<file path="config.mk">
export PLATFORM = sky130hd
export DESIGN_NAME = config_prom_select_control
export DESIGN_NICKNAME = d
export VERILOG_FILES = /design/src/rtl/prom_ctl_pkg.sv /design/src/rtl/config_prom_select_control.sv
export SDC_FILE = /design/constraint.sdc
export NUM_CORES = 1
export LEC_CHECK = 0
export BUFFER_PORTS_ARGS = -buffer_cell sky130_fd_sc_hd__buf_2
export CAP_MARGIN = 0
export CORE_MARGIN = 10
export CORE_UTILIZATION = 40
export DETAILED_ROUTE_END_ITERATION = 16
export MAX_ROUTING_LAYER = met4
export PLACE_DENSITY = 0.7
export SLEW_MARGIN = 20
export SYNTH_ARGS = -nofsm -noshare
export SYNTH_HDL_FRONTEND = slang
export SYNTH_SLANG_ARGS = --single-unit
</file>
<file path="constraint.sdc">
create_clock -name core_clk -period 2.4 [get_ports core_clk]
set_clock_uncertainty 0.2 [all_clocks]
set_input_delay 0.12 -clock core_clk [delete_from_list [all_inputs] [get_ports core_clk]]
set_output_delay 0.12 -clock core_clk [all_outputs]
set_load 0.05 [all_outputs]
</file>
<file path="src/rtl/prom_ctl_pkg.sv">
// Package: constants and carrier types for the configuration PROM select control
package prom_ctl_pkg;
  localparam int ADDR_W = 24;
  localparam int DATA_W = 8;
  // Revision start addresses, one per stored revision
  localparam logic [23:0] REV0_START = 24'h000000;
  localparam logic [23:0] REV1_START = 24'h040000;
  localparam logic [23:0] REV2_START = 24'h080000;
  localparam logic [23:0] REV3_START = 24'h0C0000;
  // Terminal count of the address space
  localparam logic [23:0] LAST_ADDRESS_LIMIT = 24'hFFFFFF;
  localparam logic [23:0] ADDR_RESET = 24'h000000;
  // Configuration pulse low width
  localparam int CFG_PULSE_NS = 1000;
  localparam int CLK_PERIOD_NS = 4;
  localparam int CFG_PULSE_CYCLES = CFG_PULSE_NS / CLK_PERIOD_NS;
  // Power-on reset hold of the output-enable/reset pin
  localparam int POR_NS = 400;
  localparam int POR_CYCLES = (POR_NS + CLK_PERIOD_NS - 1) / CLK_PERIOD_NS;
  localparam logic [1:0] INT_REV_RESET = 2'h0;

  // Pins of the configuration link as seen by the control logic
  typedef struct packed {
    logic ce_n;
    logic oe_reset_n;
    logic busy;
    logic cfg_clk;
    logic config_pulse_pin;
    logic external_revision_pick;
    logic revision_pick_bit0;
    logic revision_pick_bit1;
  } link_in_t;

  // Programming-time options
  typedef struct packed {
    logic parallel_mode;
    logic decompress_en;
    logic use_int_osc;
    logic [1:0] int_revision;
  } prog_cfg_t;
endpackage

</file>
<file path="src/rtl/config_prom_select_control.sv">
// Control logic of a configuration PROM: standby, reload pulse, revision select, cascade, busy
//
// Contract
// - While chip enable is high the block stands by, holds the counter reset and floats outputs.
// - A reload command drives the open-drain configuration pulse pin low for a pulse.
// - With all enables, a rising configuration pulse pin samples the revision and loads its start address.
// - Cascade enable goes low only with chip enable low, oe/reset high and counter past limit.
// - Cascade enable returns high as soon as oe/reset falls or chip enable rises.
// - With external pick low the revision comes from the two revision pick pins.
// - With external pick high the revision comes from the internal revision bits.
// - When external pick is low the pin value overrides the internal bits.
// - Busy is honoured only in parallel mode, ignored in serial or decompression mode.
// - Busy high in parallel mode stops the counter and holds the present data word.
// - The first rising configuration clock after busy falls presents the next address.
// - An undriven busy reads as zero so the counter is not stalled.
// - The counter advances per selected clock rise only with all enables and pulse pin high.
// - Oe/reset low holds the counter reset and floats outputs; the pin is driven low during POR.
`timescale 1ns/1ps
module config_prom_select_control #(
  parameter int ADDR_W = prom_ctl_pkg::ADDR_W,
  parameter int CFG_PULSE_CYCLES = prom_ctl_pkg::CFG_PULSE_CYCLES,
  parameter int POR_CYCLES = prom_ctl_pkg::POR_CYCLES,
  parameter int OSC_DIV = 8,
  parameter logic [ADDR_W-1:0] LAST_ADDRESS_LIMIT = ADDR_W'(prom_ctl_pkg::LAST_ADDRESS_LIMIT)
) (
  input wire logic core_clk,
  input wire logic reset_n,
  input wire prom_ctl_pkg::link_in_t link_in,
  input wire prom_ctl_pkg::prog_cfg_t prog_cfg,
  input wire logic reload_cmd,
  output logic [ADDR_W-1:0] address_r,
  output logic data_oe_r,
  output logic clock_output_oe_r,
  output logic standby_r,
  output logic advance_r,
  output logic config_pulse_out_r,
  output logic config_pulse_oe_r,
  output logic oe_reset_out_r,
  output logic oe_reset_oe_r,
  output logic next_device_select_low_r,
  output logic [1:0] revision_r
);

  // Idle levels of the pins, so that no false edge is seen after reset
  localparam prom_ctl_pkg::link_in_t SYNC_IDLE = '{ce_n: 1'b1, oe_reset_n: 1'b0, busy: 1'b0,
    cfg_clk: 1'b0, config_pulse_pin: 1'b1, external_revision_pick: 1'b1,
    revision_pick_bit0: 1'b1, revision_pick_bit1: 1'b1};

  // Two-flop synchronisers for all pin inputs
  prom_ctl_pkg::link_in_t sync1_r;
  prom_ctl_pkg::link_in_t sync2_r;
  always_ff @(posedge core_clk or negedge reset_n) begin
    if (!reset_n) begin
      sync1_r <= SYNC_IDLE;
      sync2_r <= SYNC_IDLE;
    end else begin
      sync1_r <= link_in;
      sync2_r <= sync1_r;
    end
  end

  logic ce_n_s;
  logic oe_s;
  logic busy_s;
  logic cf_s;
  assign ce_n_s = sync2_r.ce_n;
  assign oe_s = sync2_r.oe_reset_n;
  assign busy_s = sync2_r.busy;
  assign cf_s = sync2_r.config_pulse_pin;

  // Previous samples for edge detection
  logic clk_prev_r;
  logic cf_prev_r;
  always_ff @(posedge core_clk or negedge reset_n) begin
    if (!reset_n) begin
      clk_prev_r <= 1'b0;
      cf_prev_r <= 1'b1;
    end else begin
      clk_prev_r <= sync2_r.cfg_clk;
      cf_prev_r <= cf_s;
    end
  end

  // Internal oscillator as an enable pulse from a divider
  // The tick is a one-cycle enable, never a clock of its own
  logic [7:0] osc_cnt_r;
  logic osc_tick;
  assign osc_tick = (osc_cnt_r == 8'(OSC_DIV - 1));
  always_ff @(posedge core_clk or negedge reset_n) begin
    if (!reset_n) begin
      osc_cnt_r <= 8'h00;
    end else if (osc_tick) begin
      osc_cnt_r <= 8'h00;
    end else begin
      osc_cnt_r <= osc_cnt_r + 8'h01;
    end
  end

  // Rise of the pin clock, seen in the same cycle it leaves the synchroniser
  logic pin_clk_rise;
  assign pin_clk_rise = sync2_r.cfg_clk & ~clk_prev_r;

  // Selected configuration clock rise: divider tick or pin clock
  logic clk_rise;
  assign clk_rise = prog_cfg.use_int_osc ? osc_tick : pin_clk_rise;

  // Revision choice: pins when external pick is low, internal bits otherwise
  logic [1:0] revision_nxt;
  always_comb begin
    if (!sync2_r.external_revision_pick) begin
      revision_nxt = {sync2_r.revision_pick_bit1, sync2_r.revision_pick_bit0};
    end else begin
      revision_nxt = prog_cfg.int_revision;
    end
  end

  // Start address table indexed by revision
  function automatic logic [ADDR_W-1:0] start_of(input logic [1:0] rev);
    logic [23:0] a;
    case (rev)
      2'h0: a = prom_ctl_pkg::REV0_START;
      2'h1: a = prom_ctl_pkg::REV1_START;
      2'h2: a = prom_ctl_pkg::REV2_START;
      default: a = prom_ctl_pkg::REV3_START;
    endcase
    return ADDR_W'(a);
  endfunction

  // Busy counts only in parallel mode without decompression
  // An undriven busy pin reads low through its pull-down
  logic busy_eff;
  assign busy_eff = busy_s & prog_cfg.parallel_mode & ~prog_cfg.decompress_en;

  // Counter may run only with chip enable low, oe/reset high and power-on hold over
  logic enabled;
  assign enabled = ~ce_n_s & oe_s & ~oe_reset_oe_r;
  // Rising configuration pulse pin; the pin is pulled up when nobody drives it
  logic cf_rise;
  assign cf_rise = cf_s & ~cf_prev_r;
  // Counter has been clocked at its last address
  logic past_limit_r;

  // Power-on reset counter; stops once the hold time has run out
  logic [15:0] por_cnt_r;
  logic por_done;
  assign por_done = (por_cnt_r == 16'(POR_CYCLES));
  always_ff @(posedge core_clk or negedge reset_n) begin
    if (!reset_n) begin
      por_cnt_r <= 16'h0000;
    end else if (!por_done) begin
      por_cnt_r <= por_cnt_r + 16'h0001;
    end
  end

  // Oe/reset pin pulled low until the power-on hold is over
  always_ff @(posedge core_clk or negedge reset_n) begin
    if (!reset_n) begin
      oe_reset_oe_r <= 1'b1;
    end else begin
      oe_reset_oe_r <= ~por_done;
    end
  end

  // Open-drain level of the oe/reset pin: only ever low
  always_ff @(posedge core_clk or negedge reset_n) begin
    if (!reset_n) begin
      oe_reset_out_r <= 1'b0;
    end else begin
      oe_reset_out_r <= 1'b0;
    end
  end

  // Counter events; a pulse pin rise outranks a clock step
  logic load_start;
  logic step_ok;
  logic at_limit;
  assign load_start = enabled & cf_rise;
  assign step_ok = enabled & ~cf_rise & clk_rise & cf_s & ~busy_eff;
  assign at_limit = (address_r == LAST_ADDRESS_LIMIT);

  // Sampled revision, taken only on a rising configuration pulse pin
  always_ff @(posedge core_clk or negedge reset_n) begin
    if (!reset_n) begin
      revision_r <= prom_ctl_pkg::INT_REV_RESET;
    end else if (load_start) begin
      revision_r <= revision_nxt;
    end
  end

  // Address counter: reload while disabled, start address on a pulse rise, else step
  // Busy high in parallel mode without decompression keeps step_ok low, so the address and data word are held
  always_ff @(posedge core_clk or negedge reset_n) begin
    if (!reset_n) begin
      address_r <= ADDR_W'(prom_ctl_pkg::ADDR_RESET);
    end else if (!enabled) begin
      address_r <= start_of(revision_r);
    end else if (load_start) begin
      address_r <= start_of(revision_nxt);
    end else if (step_ok && !at_limit) begin
      address_r <= address_r + ADDR_W'(1);
    end
  end

  // Set when the counter is clocked at its last address; cleared by any reload
  always_ff @(posedge core_clk or negedge reset_n) begin
    if (!reset_n) begin
      past_limit_r <= 1'b0;
    end else if (!enabled || load_start) begin
      past_limit_r <= 1'b0;
    end else if (step_ok && at_limit) begin
      past_limit_r <= 1'b1;
    end
  end

  // One-cycle pulse per accepted clock rise
  always_ff @(posedge core_clk or negedge reset_n) begin
    if (!reset_n) begin
      advance_r <= 1'b0;
    end else begin
      advance_r <= step_ok;
    end
  end

  // Data and clock outputs driven only while enabled
  always_ff @(posedge core_clk or negedge reset_n) begin
    if (!reset_n) begin
      data_oe_r <= 1'b0;
      clock_output_oe_r <= 1'b0;
    end else begin
      data_oe_r <= enabled;
      clock_output_oe_r <= enabled;
    end
  end

  // Low-power standby follows chip enable
  always_ff @(posedge core_clk or negedge reset_n) begin
    if (!reset_n) begin
      standby_r <= 1'b1;
    end else begin
      standby_r <= ce_n_s;
    end
  end

  // Cascade enable to the next device
  // Registered so the next device never sees a glitch on its chip enable
  always_ff @(posedge core_clk or negedge reset_n) begin
    if (!reset_n) begin
      next_device_select_low_r <= 1'b1;
    end else if (!enabled) begin
      next_device_select_low_r <= 1'b1;
    end else begin
      next_device_select_low_r <= ~past_limit_r;
    end
  end

  // Reload pulse on the open-drain configuration pulse pin
  // A reload request while the pulse runs is dropped
  typedef enum logic [1:0] {
    PULSE_IDLE = 2'b01,
    PULSE_LOW = 2'b10
  } pulse_state_t;
  pulse_state_t pulse_state_r;
  logic [15:0] pulse_cnt_r;
  always_ff @(posedge core_clk or negedge reset_n) begin
    if (!reset_n) begin
      pulse_state_r <= PULSE_IDLE;
      pulse_cnt_r <= 16'h0000;
      config_pulse_oe_r <= 1'b0;
    end else begin
      case (pulse_state_r)
        PULSE_IDLE: begin
          if (reload_cmd) begin
            pulse_state_r <= PULSE_LOW;
            pulse_cnt_r <= 16'h0000;
            config_pulse_oe_r <= 1'b1;
          end
        end
        PULSE_LOW: begin
          if (pulse_cnt_r == 16'(CFG_PULSE_CYCLES - 1)) begin
            pulse_state_r <= PULSE_IDLE;
            config_pulse_oe_r <= 1'b0;
          end else begin
            pulse_cnt_r <= pulse_cnt_r + 16'h0001;
          end
        end
        default: begin
          pulse_state_r <= PULSE_IDLE;
          config_pulse_oe_r <= 1'b0;
        end
      endcase
    end
  end

  // Open-drain level of the configuration pulse pin: only ever low
  always_ff @(posedge core_clk or negedge reset_n) begin
    if (!reset_n) begin
      config_pulse_out_r <= 1'b0;
    end else begin
      config_pulse_out_r <= 1'b0;
    end
  end

endmodule // config_prom_select_control

</file>
==> metrics.txt, run 1 <==
outcome finished clean; worst IR drop on VDD approximately 0.5 mV; number of enable flip-flop cells after synthesis 0; Starting Density 0.405; Crit Path Category reg2reg; Fill cells 946; n_diodes 0; endpoints failing setup 0; Final Hold Viols 0; DRC viols 0; P_leak 0.00226 uW; Critical Path Start Type flip-flop; FF+latch count, synth 92; Worst-path clk slew approximately 90 ps; Pre-antenna DRT Iters 4; reg2reg setup slack 100 ps; fin. max-slew vios 0; I/O Pins 51; ANT nets after route 0; clock buffer count from CTS 9; H-tree levels 3; IO buf count 48; root buf cell clkbuf_8; Worst Setup End Kind flip-flop; largest net degree at the start of global routing 93; number of library cell types mapped by synthesis 51; GP Congestion 0.853; first-pass GRT wire length 14800 um; slowest stage delay, CP 560 ps; final wirelength 8680 um; WL per Instance 14.5 um; max frequency 434 MHz; Synth Instances 379; chip height 122 um; CTS Buffer Depth 2; Vias approximately 3000; period utilization 0.959; Fin Setup TNS 0 ps; Crit Path Max Fanout 4; Syn Std Cell Area 4130 um^2; Tot GR Track Use 0.126; RSZ-0062 raised after global routing no; initial antenna violation count 0; Post-synth ARST share 1.00; TritonCTS sink count 92; syn avg cell area 10.9 um^2; # rows 37; clock latency on the worst-skew pair ~340 ps; Worst EP arrival about 2300 ps; hpwl dp slightly above 6000 um; Die W 122 um; Nets 478; total die area 14800 um^2; vias in the first global route 3083; core area 10200 um^2; CP Cell Sequence or4b_4, o32ai_2, nand3_1, or3_1, a311oi_2, a211oi_1; Seq/Total Area, Yosys 0.562; Worst Path Required 2430 ps; via/cell ratio around 5; Area Growth Syn to Fin 20.2%; CTS tree yes; CP max-delay cell or4b_4; initial DRC count 246; DP Cell Count approximately 570; layout cells sized above 1 0.249; minimum clock period 2300 ps; PwrDens around 600 nW/um^2; fin cells ~600; Main synth FF type dfrtp_1; total gr overflow 0; max_cap viols 0; Yosys warnings 0; worst min path class in2reg
==> registers in the layout, indices dropped and copies added, names as in the netlist <==
name / cells
cf_s: 1
config_pulse_oe_r: 1
pulse_cnt_r: 16
sync2_r: 4
address_r: 24
next_device_select_low_r: 1
cf_prev_r: 1
sync1_r: 8
clk_prev_r: 1
ce_n_s: 1
standby_r: 1
pulse_state_r: 1
clock_output_oe_r: 1
por_cnt_r: 16
osc_cnt_r: 8
oe_reset_oe_r: 1
revision_r: 2
busy_s: 1
oe_s: 1
past_limit_r: 1
advance_r: 1
==> worst max-delay path: cells and delay by family, from the launching register on <==
kind,cells,cell delay [ps]
AOI/OAI and AO/OA,3,470
DFF,1,430
and+or+nand+nor,3,1090
==> kinds of logic (layout without fill, tap and decap cells) <==
| group | count (synthesis) | in the layout | synth area share |
|---|---|---|---|
| compound gates | 31 | 31 | 0.0516 |
| xor+xnor | 51 | 51 | 0.108 |
| fa+ha+maj | 6 | 6 | 0.0182 |
| buf+inv | 25 | 106 | 0.0258 |
| flops | 92 | 92 | 0.562 |
| mux | 2 | 2 | 0.00515 |
| other cells | 1 | 2 | 0.000909 |
| simple gates | 171 | 171 | 0.228 |
==> cell usage in the layout (no fill, tap or decap), drive strengths merged, types with 2 or more instances in the layout <==
cell type	Yosys	routed
dfstp	15	15
ha	6	6
and2	3	3
clkbuf	6	9
nor2	45	45
inv	15	16
or3	4	4
a211oi	2	2
and3	17	17
dlygate4sd3	0	12
nand4	19	19
nand2b	2	2
xnor2	26	26
o21ai	10	10
nor2b	2	2
nand3	27	27
clkinv	0	5
nand2	26	26
and4b	3	3
xor2	25	25
a21oi	6	6
dfrtp	77	77
nor3	8	8
nor4b	2	2
buf	4	63
nor4	8	8
conb	1	2
a31oi	2	2
==> stage by stage <==
step                utilization  instance area, um^2  hold slack, ps  worst slack, ps  total power [uW]
detailed placement        0.452                 4600            9.50             67.1              1900
finish                    0.487                 4960            82.1             97.6              2920
global placement          0.452                 4600            3.06              164              1900
floorplan                     -                 4130            -376             16.1              1790
CTS                       0.483                 4920            47.1             32.5              2960
global route              0.487                 4960            91.5             11.4              3070
==> cells in the mapped netlist (all sizes together) (2+ instances only) <==
library cell	count	area share
and2	3	0.0045
inv	15	0.014
dfstp	15	0.096
nor4b	2	0.0042
nand2b	2	0.0030
ha	6	0.018
nor2	45	0.042
a211oi	2	0.0036
a21oi	6	0.0073
or3	4	0.0061
buf	4	0.0067
nor4	8	0.019
nand2	26	0.024
clkbuf	6	0.0055
dfrtp	77	0.47
xnor2	26	0.055
nor3	8	0.012
and4b	3	0.0073
and3	17	0.026
nand4	19	0.030
nand3	27	0.033
o21ai	10	0.012
nor2b	2	0.0030
a31oi	2	0.0030
xor2	25	0.053
==> per-layer routing <==
metal / GRT usage / part of all wire / wire length [um] / vias to the layer above
li1: - / - / - / 1470
met1: 0.161 / 0.47 / 4100 / 1468
met2: 0.193 / 0.47 / 4080 / 56
met3: 0.0347 / 0.054 / 466 / 2
met4: 0.0335 / 0.0043 / 37 / 0
met5: - / 0 / 0 / -
==> worst paths after layout <==
check	start	to	cells past startpoint
hold / removal	reload_cmd	pulse_state_r[0]	5
setup reg to reg	osc_cnt_r[5]	address_r[21]	6
min in group asynchronous	reset_n	address_r[16]	3
max in group asynchronous	reset_n	sync1_r[3]	3
hold reg to reg	sync1_r[4]	sync2_r[4]	0
setup / recovery	osc_cnt_r[5]	address_r[21]	6
==> area by class of cell <==
| type | instances | area [um^2] | share of cell area |
|---|---|---|---|
| Multi-Input combinational cell | 263 | 1720 | 0.347 |
| Clock buffer | 9 | 124 | 0.0250 |
| Tap cell | 136 | 170 | 0.0343 |
| Timing Repair Buffer | 75 | 488 | 0.0984 |
| Sequential cell | 92 | 2320 | 0.469 |
| Clock inverter | 7 | 75.1 | 0.0151 |
| Inverter | 15 | 56.3 | 0.0114 |
==> power by group <==
part,internal [uW],switching (uW)
combinational,87.0,160
clock,487,550
sequential,1610,33.2
==> what timing repair did <==
action	CTS	global route
setup buffers	0	3
setup endpoints to repair	0	17
resized for setup	0	3
hold buffers	12	0
hold endpoints to repair	103	0
No activity file was read; power rests on OpenSTA's default activity.
==> run 2, diff against run 1 <==
Settings changed: CORE_UTILIZATION 40 to 45, CTS_CLUSTER_SIZE set to 24, PLACE_DENSITY 0.7 to 0.75.
==> run 2 against run 1 <==
Effect of this change: final area shrank 1.3%; sequential power is essentially flat; core utilization grew 6.9 points; final cell count shrank 5.2%; critical path depth is the same; flip-flop and latch count is the same; routed wire length shrank 5.1%; clock power is essentially flat; worst setup slack gained 1.4 ps.
==> metrics.txt, run 2 (synthesized netlist as in run 1, its figures left out) <==
top flop regs address_r: 24 flops, por_cnt_r: 16 flops, pulse_cnt_r: 16 flops; Comb power frac 0.086; Pre-antenna DRT Iters 4; minimum clock period 2300 ps; commonest non-fill, non-tap cell in the layout dfrtp_1; Fill cells 759; total die area ~13000 um^2; CP Launch Point osc_cnt_r[5]; PwrDens 603 nW/um^2; vias in the first global route around 3000; largest net degree at the start of global routing between 50 and 60; Critical Path Start Type flip-flop; clock latency on the worst-skew pair approximately 360 ps; commonest non-fill, non-tap cells in the layout 74 x dfrtp_1, 47 x buf_2, 44 x nor2_1; total net switching power 714 uW; fin cells 566; Crit Path Category reg2reg; endpoints failing setup 0; final wirelength 8240 um; Worst Min Path Start reload_cmd; chip height approximately 120 um; layout cells sized above 1 0.238; via/cell ratio 5.26; Worst-path clk slew 80 ps; Seq pwr share 0.556; r2r startpoint osc_cnt_r[5]; Crit Path Max Fanout 4; RSZ-0062 raised after global routing yes; max frequency 435 MHz; Final Hold Viols 0; root buf cell clkbuf_8; Slew HR 0.673; CTS Buffer Depth 2; Worst Setup End Kind flip-flop; P_leak 0.00224 uW; max reg flops 24; Biggest register address_r; Vias 2977; Worst Tran Pin Value 487 ps; ANT nets after route 0; Nets 475; H-tree levels 3; Starting Density 0.469; DRC viols 0; Metal-1 WL 3700 um; reg2reg setup slack 100 ps; period utilization 0.959; WL per Instance 14.6 um; outcome finished clean; Hold Path Sink pulse_state_r[0]; Area Growth Syn to Fin 18.6%; Tot GR Track Use 0.134; dpl cell area about 4600 um^2; slowest stage delay, CP between 500 and 600 ps; initial DRC count between 100 and 150; Die W 116 um; CP Cell Sequence or4b_4, o32ai_1, nand3_1, or3_1, a311oi_2, a211oi_1; met2 routed wirelength 3880 um; core area about 8800 um^2; final instance area 4890 um^2; worst IR drop on VDD approximately 0.43 mV; internal power 2240 uW; worst min path class in2reg; DP Cell Count 537; first-pass GRT wire length about 14000 um; Top Layer Used met4; IO buf count 48; reg-to-reg endpoint address_r[21]; hpwl dp roughly 6000 um; hold depth 5; # rows 34; clock share of power 0.358; clock buffer count from CTS 9; routed wl met3 between 500 and 600 um; fin. max-slew vios 0; max_cap viols 0; I/O Pins 51; TritonCTS sink count 92; n_diodes 0; switch share 0.242; Worst Path Required 2440 ps; Worst EP arrival 2340 ps; total gr overflow 0; CP max-delay cell or4b_4; GP Congestion about 0.85; initial antenna violation count 0; r2r worst-path depth 6; CTS tree yes
run 2: layout make-up:
class / count / area, um^2 / share of cell area
Clock buffer: 12 / 155 / 0.0317
Sequential cell: 92 / 2320 / 0.475
Multi-Input combinational cell: 263 / 1710 / 0.349
Tap cell: 108 / 135 / 0.0276
Inverter: 15 / 56.3 / 0.0115
Clock inverter: 4 / 47.5 / 0.00972
Timing Repair Buffer: 72 / 465 / 0.0951
run 2: power groups by stage:
stage | clock, uW | combinational, uW | sequential [uW]
after floorplan | 0 | 99.6 | 1690
after global placement | 0 | 238 | 1660
after detailed placement | 0 | 242 | 1670
after CTS | 1080 | 259 | 1640
after global routing | 1140 | 283 | 1640
final | 1060 | 254 | 1640
run 2: worst max path at each step:
stage | endpoint | slack (ps) | cells past startpoint
CTS | address_r[21] | 100 | 6
floorplan | address_r[21] | 20 | 6
finish | address_r[21] | 100 | 6
detailed placement | address_r[21] | 120 | 6
global placement | address_r[21] | 170 | 6
global route | pulse_cnt_r[5] | -4 | 7
run 2: critical path: cells and delay by family (launching register included):
family	cells	cell delay (ps)
AOI/OAI and AO/OA	3	480
DFF	1	420
and+or+nand+nor	3	1090
run 2: per-layer routing:
layer,vias to the layer above,track usage
met4,0,0.0459
met1,1445,0.157
met3,12,0.0434
met2,56,0.212
met5,-,-
li1,1464,-
run 2: repair_timing:
item / in CTS / in global routing
buffers inserted: 0 / 1
gates resized for setup: 0 / 1
endpoints found under the setup margin: 0 / 4
hold buffers: 12 / 0
endpoints found under the hold margin: 90 / 0
run 2: metrics by stage:
stage	TNS [ps]	hold slack, ps	setup WS [ps]	total power (uW)	utilization
CTS	0	31.4	96.1	2970	0.554
floorplan	0	-376	16.1	1790	-
global route	-3.55	76.5	-3.55	3070	0.556
finish	0	39.4	99.0	2950	0.556
global placement	0	-96.6	169	1900	0.517
detailed placement	0	-91.2	119	1910	0.517
==> run 3, diff against run 2 <==
Settings changed: ABC_AREA set to 1.
==> run 3 against run 2 <==
Effect of this change: final area rose by 13%; clock power about the same; core utilization is 2.1 points lower; critical path type unchanged; routed wire length is 30% higher.
==> metrics.txt, run 3 <==
outcome finished clean; Critical Path Start Type flip-flop; max reg flops 24; initial antenna violation count 0; ANT nets after route 0; layout cells sized above 1 0.168; P_leak 0.00280 uW; most common cell in the netlist nand2_1; clock latency on the worst-skew pair 380 ps; first-pass GRT wire length 18100 um; number of enable flip-flop cells after synthesis 0; Die W about 120 um; share of the synthesized area in the top cell type 0.402; r2r startpoint address_r[0]; Worst Tran Pin Value 974 ps; Yosys warnings 0; fin. max-slew vios 0; clock buffer count from CTS 9; IO buf count 48; final wirelength 10700 um; commonest non-fill, non-tap cells in the layout 137 x nand2_1, 79 x inv_1, 77 x dfrtp_1; total die area 15200 um^2; syn avg cell area 8.19 um^2; DRC viols 0; endpoints failing setup 0; final instance area about 5500 um^2; initial DRC count ~290; setup bufs post-CTS 0; H-tree levels 3; Final Hold Viols 0; Pre-antenna DRT Iters 5; internal power 2090 uW; RSZ-0062 raised after global routing no; Crit Path Category reg2reg; CTS tree yes; Area Growth Syn to Fin 15.3%; Synth Instances 585; Seq/Total Area, Yosys 0.485; Biggest register address_r; commonest non-fill, non-tap cell in the layout nand2_1; Nets 677; largest net degree at the start of global routing 71; CTS Buffer Depth 2; Fin Setup TNS 0 ps; worst IR drop on VDD between 0.3 and 0.4 mV; root buf cell clkbuf_8; max frequency ~470 MHz; PwrDens 496 nW/um^2; Worst EP arrival 2200 ps; Main synth FF type dfrtp_1; dpl cell area 5190 um^2; total net switching power 647 uW; n_diodes 0; r2r worst-path depth 10; CP Launch Point address_r[0]; number of library cell types mapped by synthesis 39; top cells by area, synth dfrtp_1 40%, nand2_1 11%, dfstp_2 8.2%; FF+latch count, synth 92; vias in the first global route approximately 3800; largest area contributor in the netlist dfrtp_1; I/O Pins roughly 50; Worst Path Required 2460 ps; GP Congestion 0.928; Comb power frac 0.031; clock share of power 0.391; # rows 37; Post-synth ARST share 1.00; Worst-path clk slew 100 ps; minimum clock period about 2100 ps; total gr overflow 0; Crit Path Max Fanout 18; Worst Setup End Kind flip-flop; Fill cells 971; core area 10300 um^2; reg2reg setup slack 260 ps; period utilization 0.891; top cells by count, synth 138 x nand2_1, 79 x inv_1, 77 x dfrtp_1; TritonCTS sink count 92; Slew HR 0.349; Tot GR Track Use 0.153; worst min path class in2async; via/cell ratio 4.94; Syn Std Cell Area 4790 um^2; hpwl dp a little under 8000 um; Seq pwr share 0.577; chip height 123 um; reg-to-reg endpoint address_r[9]; top flop regs address_r: 24 flops, por_cnt_r: 16 flops, pulse_cnt_r: 16 flops; Vias slightly below 4000; max_cap viols 0; Starting Density 0.464; switch share 0.236; Tot Pwr 2740 uW; WL per Instance 13.5 um
## run 3: cell count changes after synthesis, sizes merged, moves of 10 or more
cell	before	now
and3	17	1
inv	15	83
nand2	26	147
nand3	27	48
nor2	45	75
nor3	8	18
o21ai	10	29
xnor2	26	4
## run 3: final cells by class
class / instances / area [um^2] / area share
clock inverters: 7 / 76.3 / 0.0138
inverters: 83 / 317 / 0.0573
flip-flops and latches: 92 / 2320 / 0.420
repair buffers: 66 / 423 / 0.0766
multi-input cells: 403 / 2090 / 0.379
clock buffers: 9 / 124 / 0.0224
well taps: 136 / 170 / 0.0308
## run 3: repair_timing
item / 4_1_cts / 5_1_grt
setup endpoints to repair: 0 / 3
resized for setup: 0 / 1
hold endpoints to repair: 90 / 0
hold buffers: 13 / 0
## run 3: how the worst max path moves through the flow
| stage | slack (ps) | endpoint | cells after the start |
|---|---|---|---|
| floorplan | 180 | address_r[4] | 12 |
| global placement | 220 | pulse_cnt_r[6] | 7 |
| detailed placement | 170 | pulse_cnt_r[6] | 7 |
| CTS | 150 | pulse_cnt_r[6] | 7 |
| global route | 90 | address_r[9] | 10 |
| finish | 260 | address_r[9] | 10 |
## run 3: cell families (layout without fill, tap and decap cells)
family	Yosys count	in the layout	synth area share
buffers and inverters	91	165	0.0802
flip-flops	92	92	0.485
other	1	2	0.000783
XOR/XNOR	34	34	0.0622
adder cells (fa/ha/maj)	6	6	0.0157
AO/OA/AOI/OAI	44	44	0.0510
AND/OR/NAND/NOR	317	317	0.305
## run 3: through the flow
stage | util | cells | hold slack, ps | setup slack (ps)
4_1_cts | 0.534 | 796 | 36.5 | 152
6_report | 0.535 | 796 | 56.3 | 262
3_3_place_gp | 0.502 | 767 | -162 | 223
5_1_grt | 0.535 | 796 | 73.1 | 88.9
2_1_floorplan | - | 586 | -376 | 180
3_5_place_dp | 0.502 | 767 | -161 | 171
## run 3: metal layers
layer / vias up / track usage / wire (um)
met5: - / - / 0
met4: 0 / 0.0422 / 102
met3: 9 / 0.0415 / 696
met2: 90 / 0.237 / 5060
met1: 1839 / 0.192 / 4860
li1: 1994 / - / -
## run 3: power by group through the flow
stage,combinational (uW),sequential [uW],clock [uW]
final,85.8,1580,1070
after CTS,88.8,1580,1110
after floorplan,18.5,1610,0
after global routing,97.5,1580,1160
after global placement,70.5,1610,0
after detailed placement,71.5,1610,0
## run 3: critical path, cell delays in order (launching register included)
cell and delay (ps):
dfrtp_1 450, ha_1 210, nand2_2 100, nor2_4 180, nand2_4 100, nor2_8 140, nand2_4 80, nand3_4 120
nand2_4 140, inv_6 180, o21ai_0 110
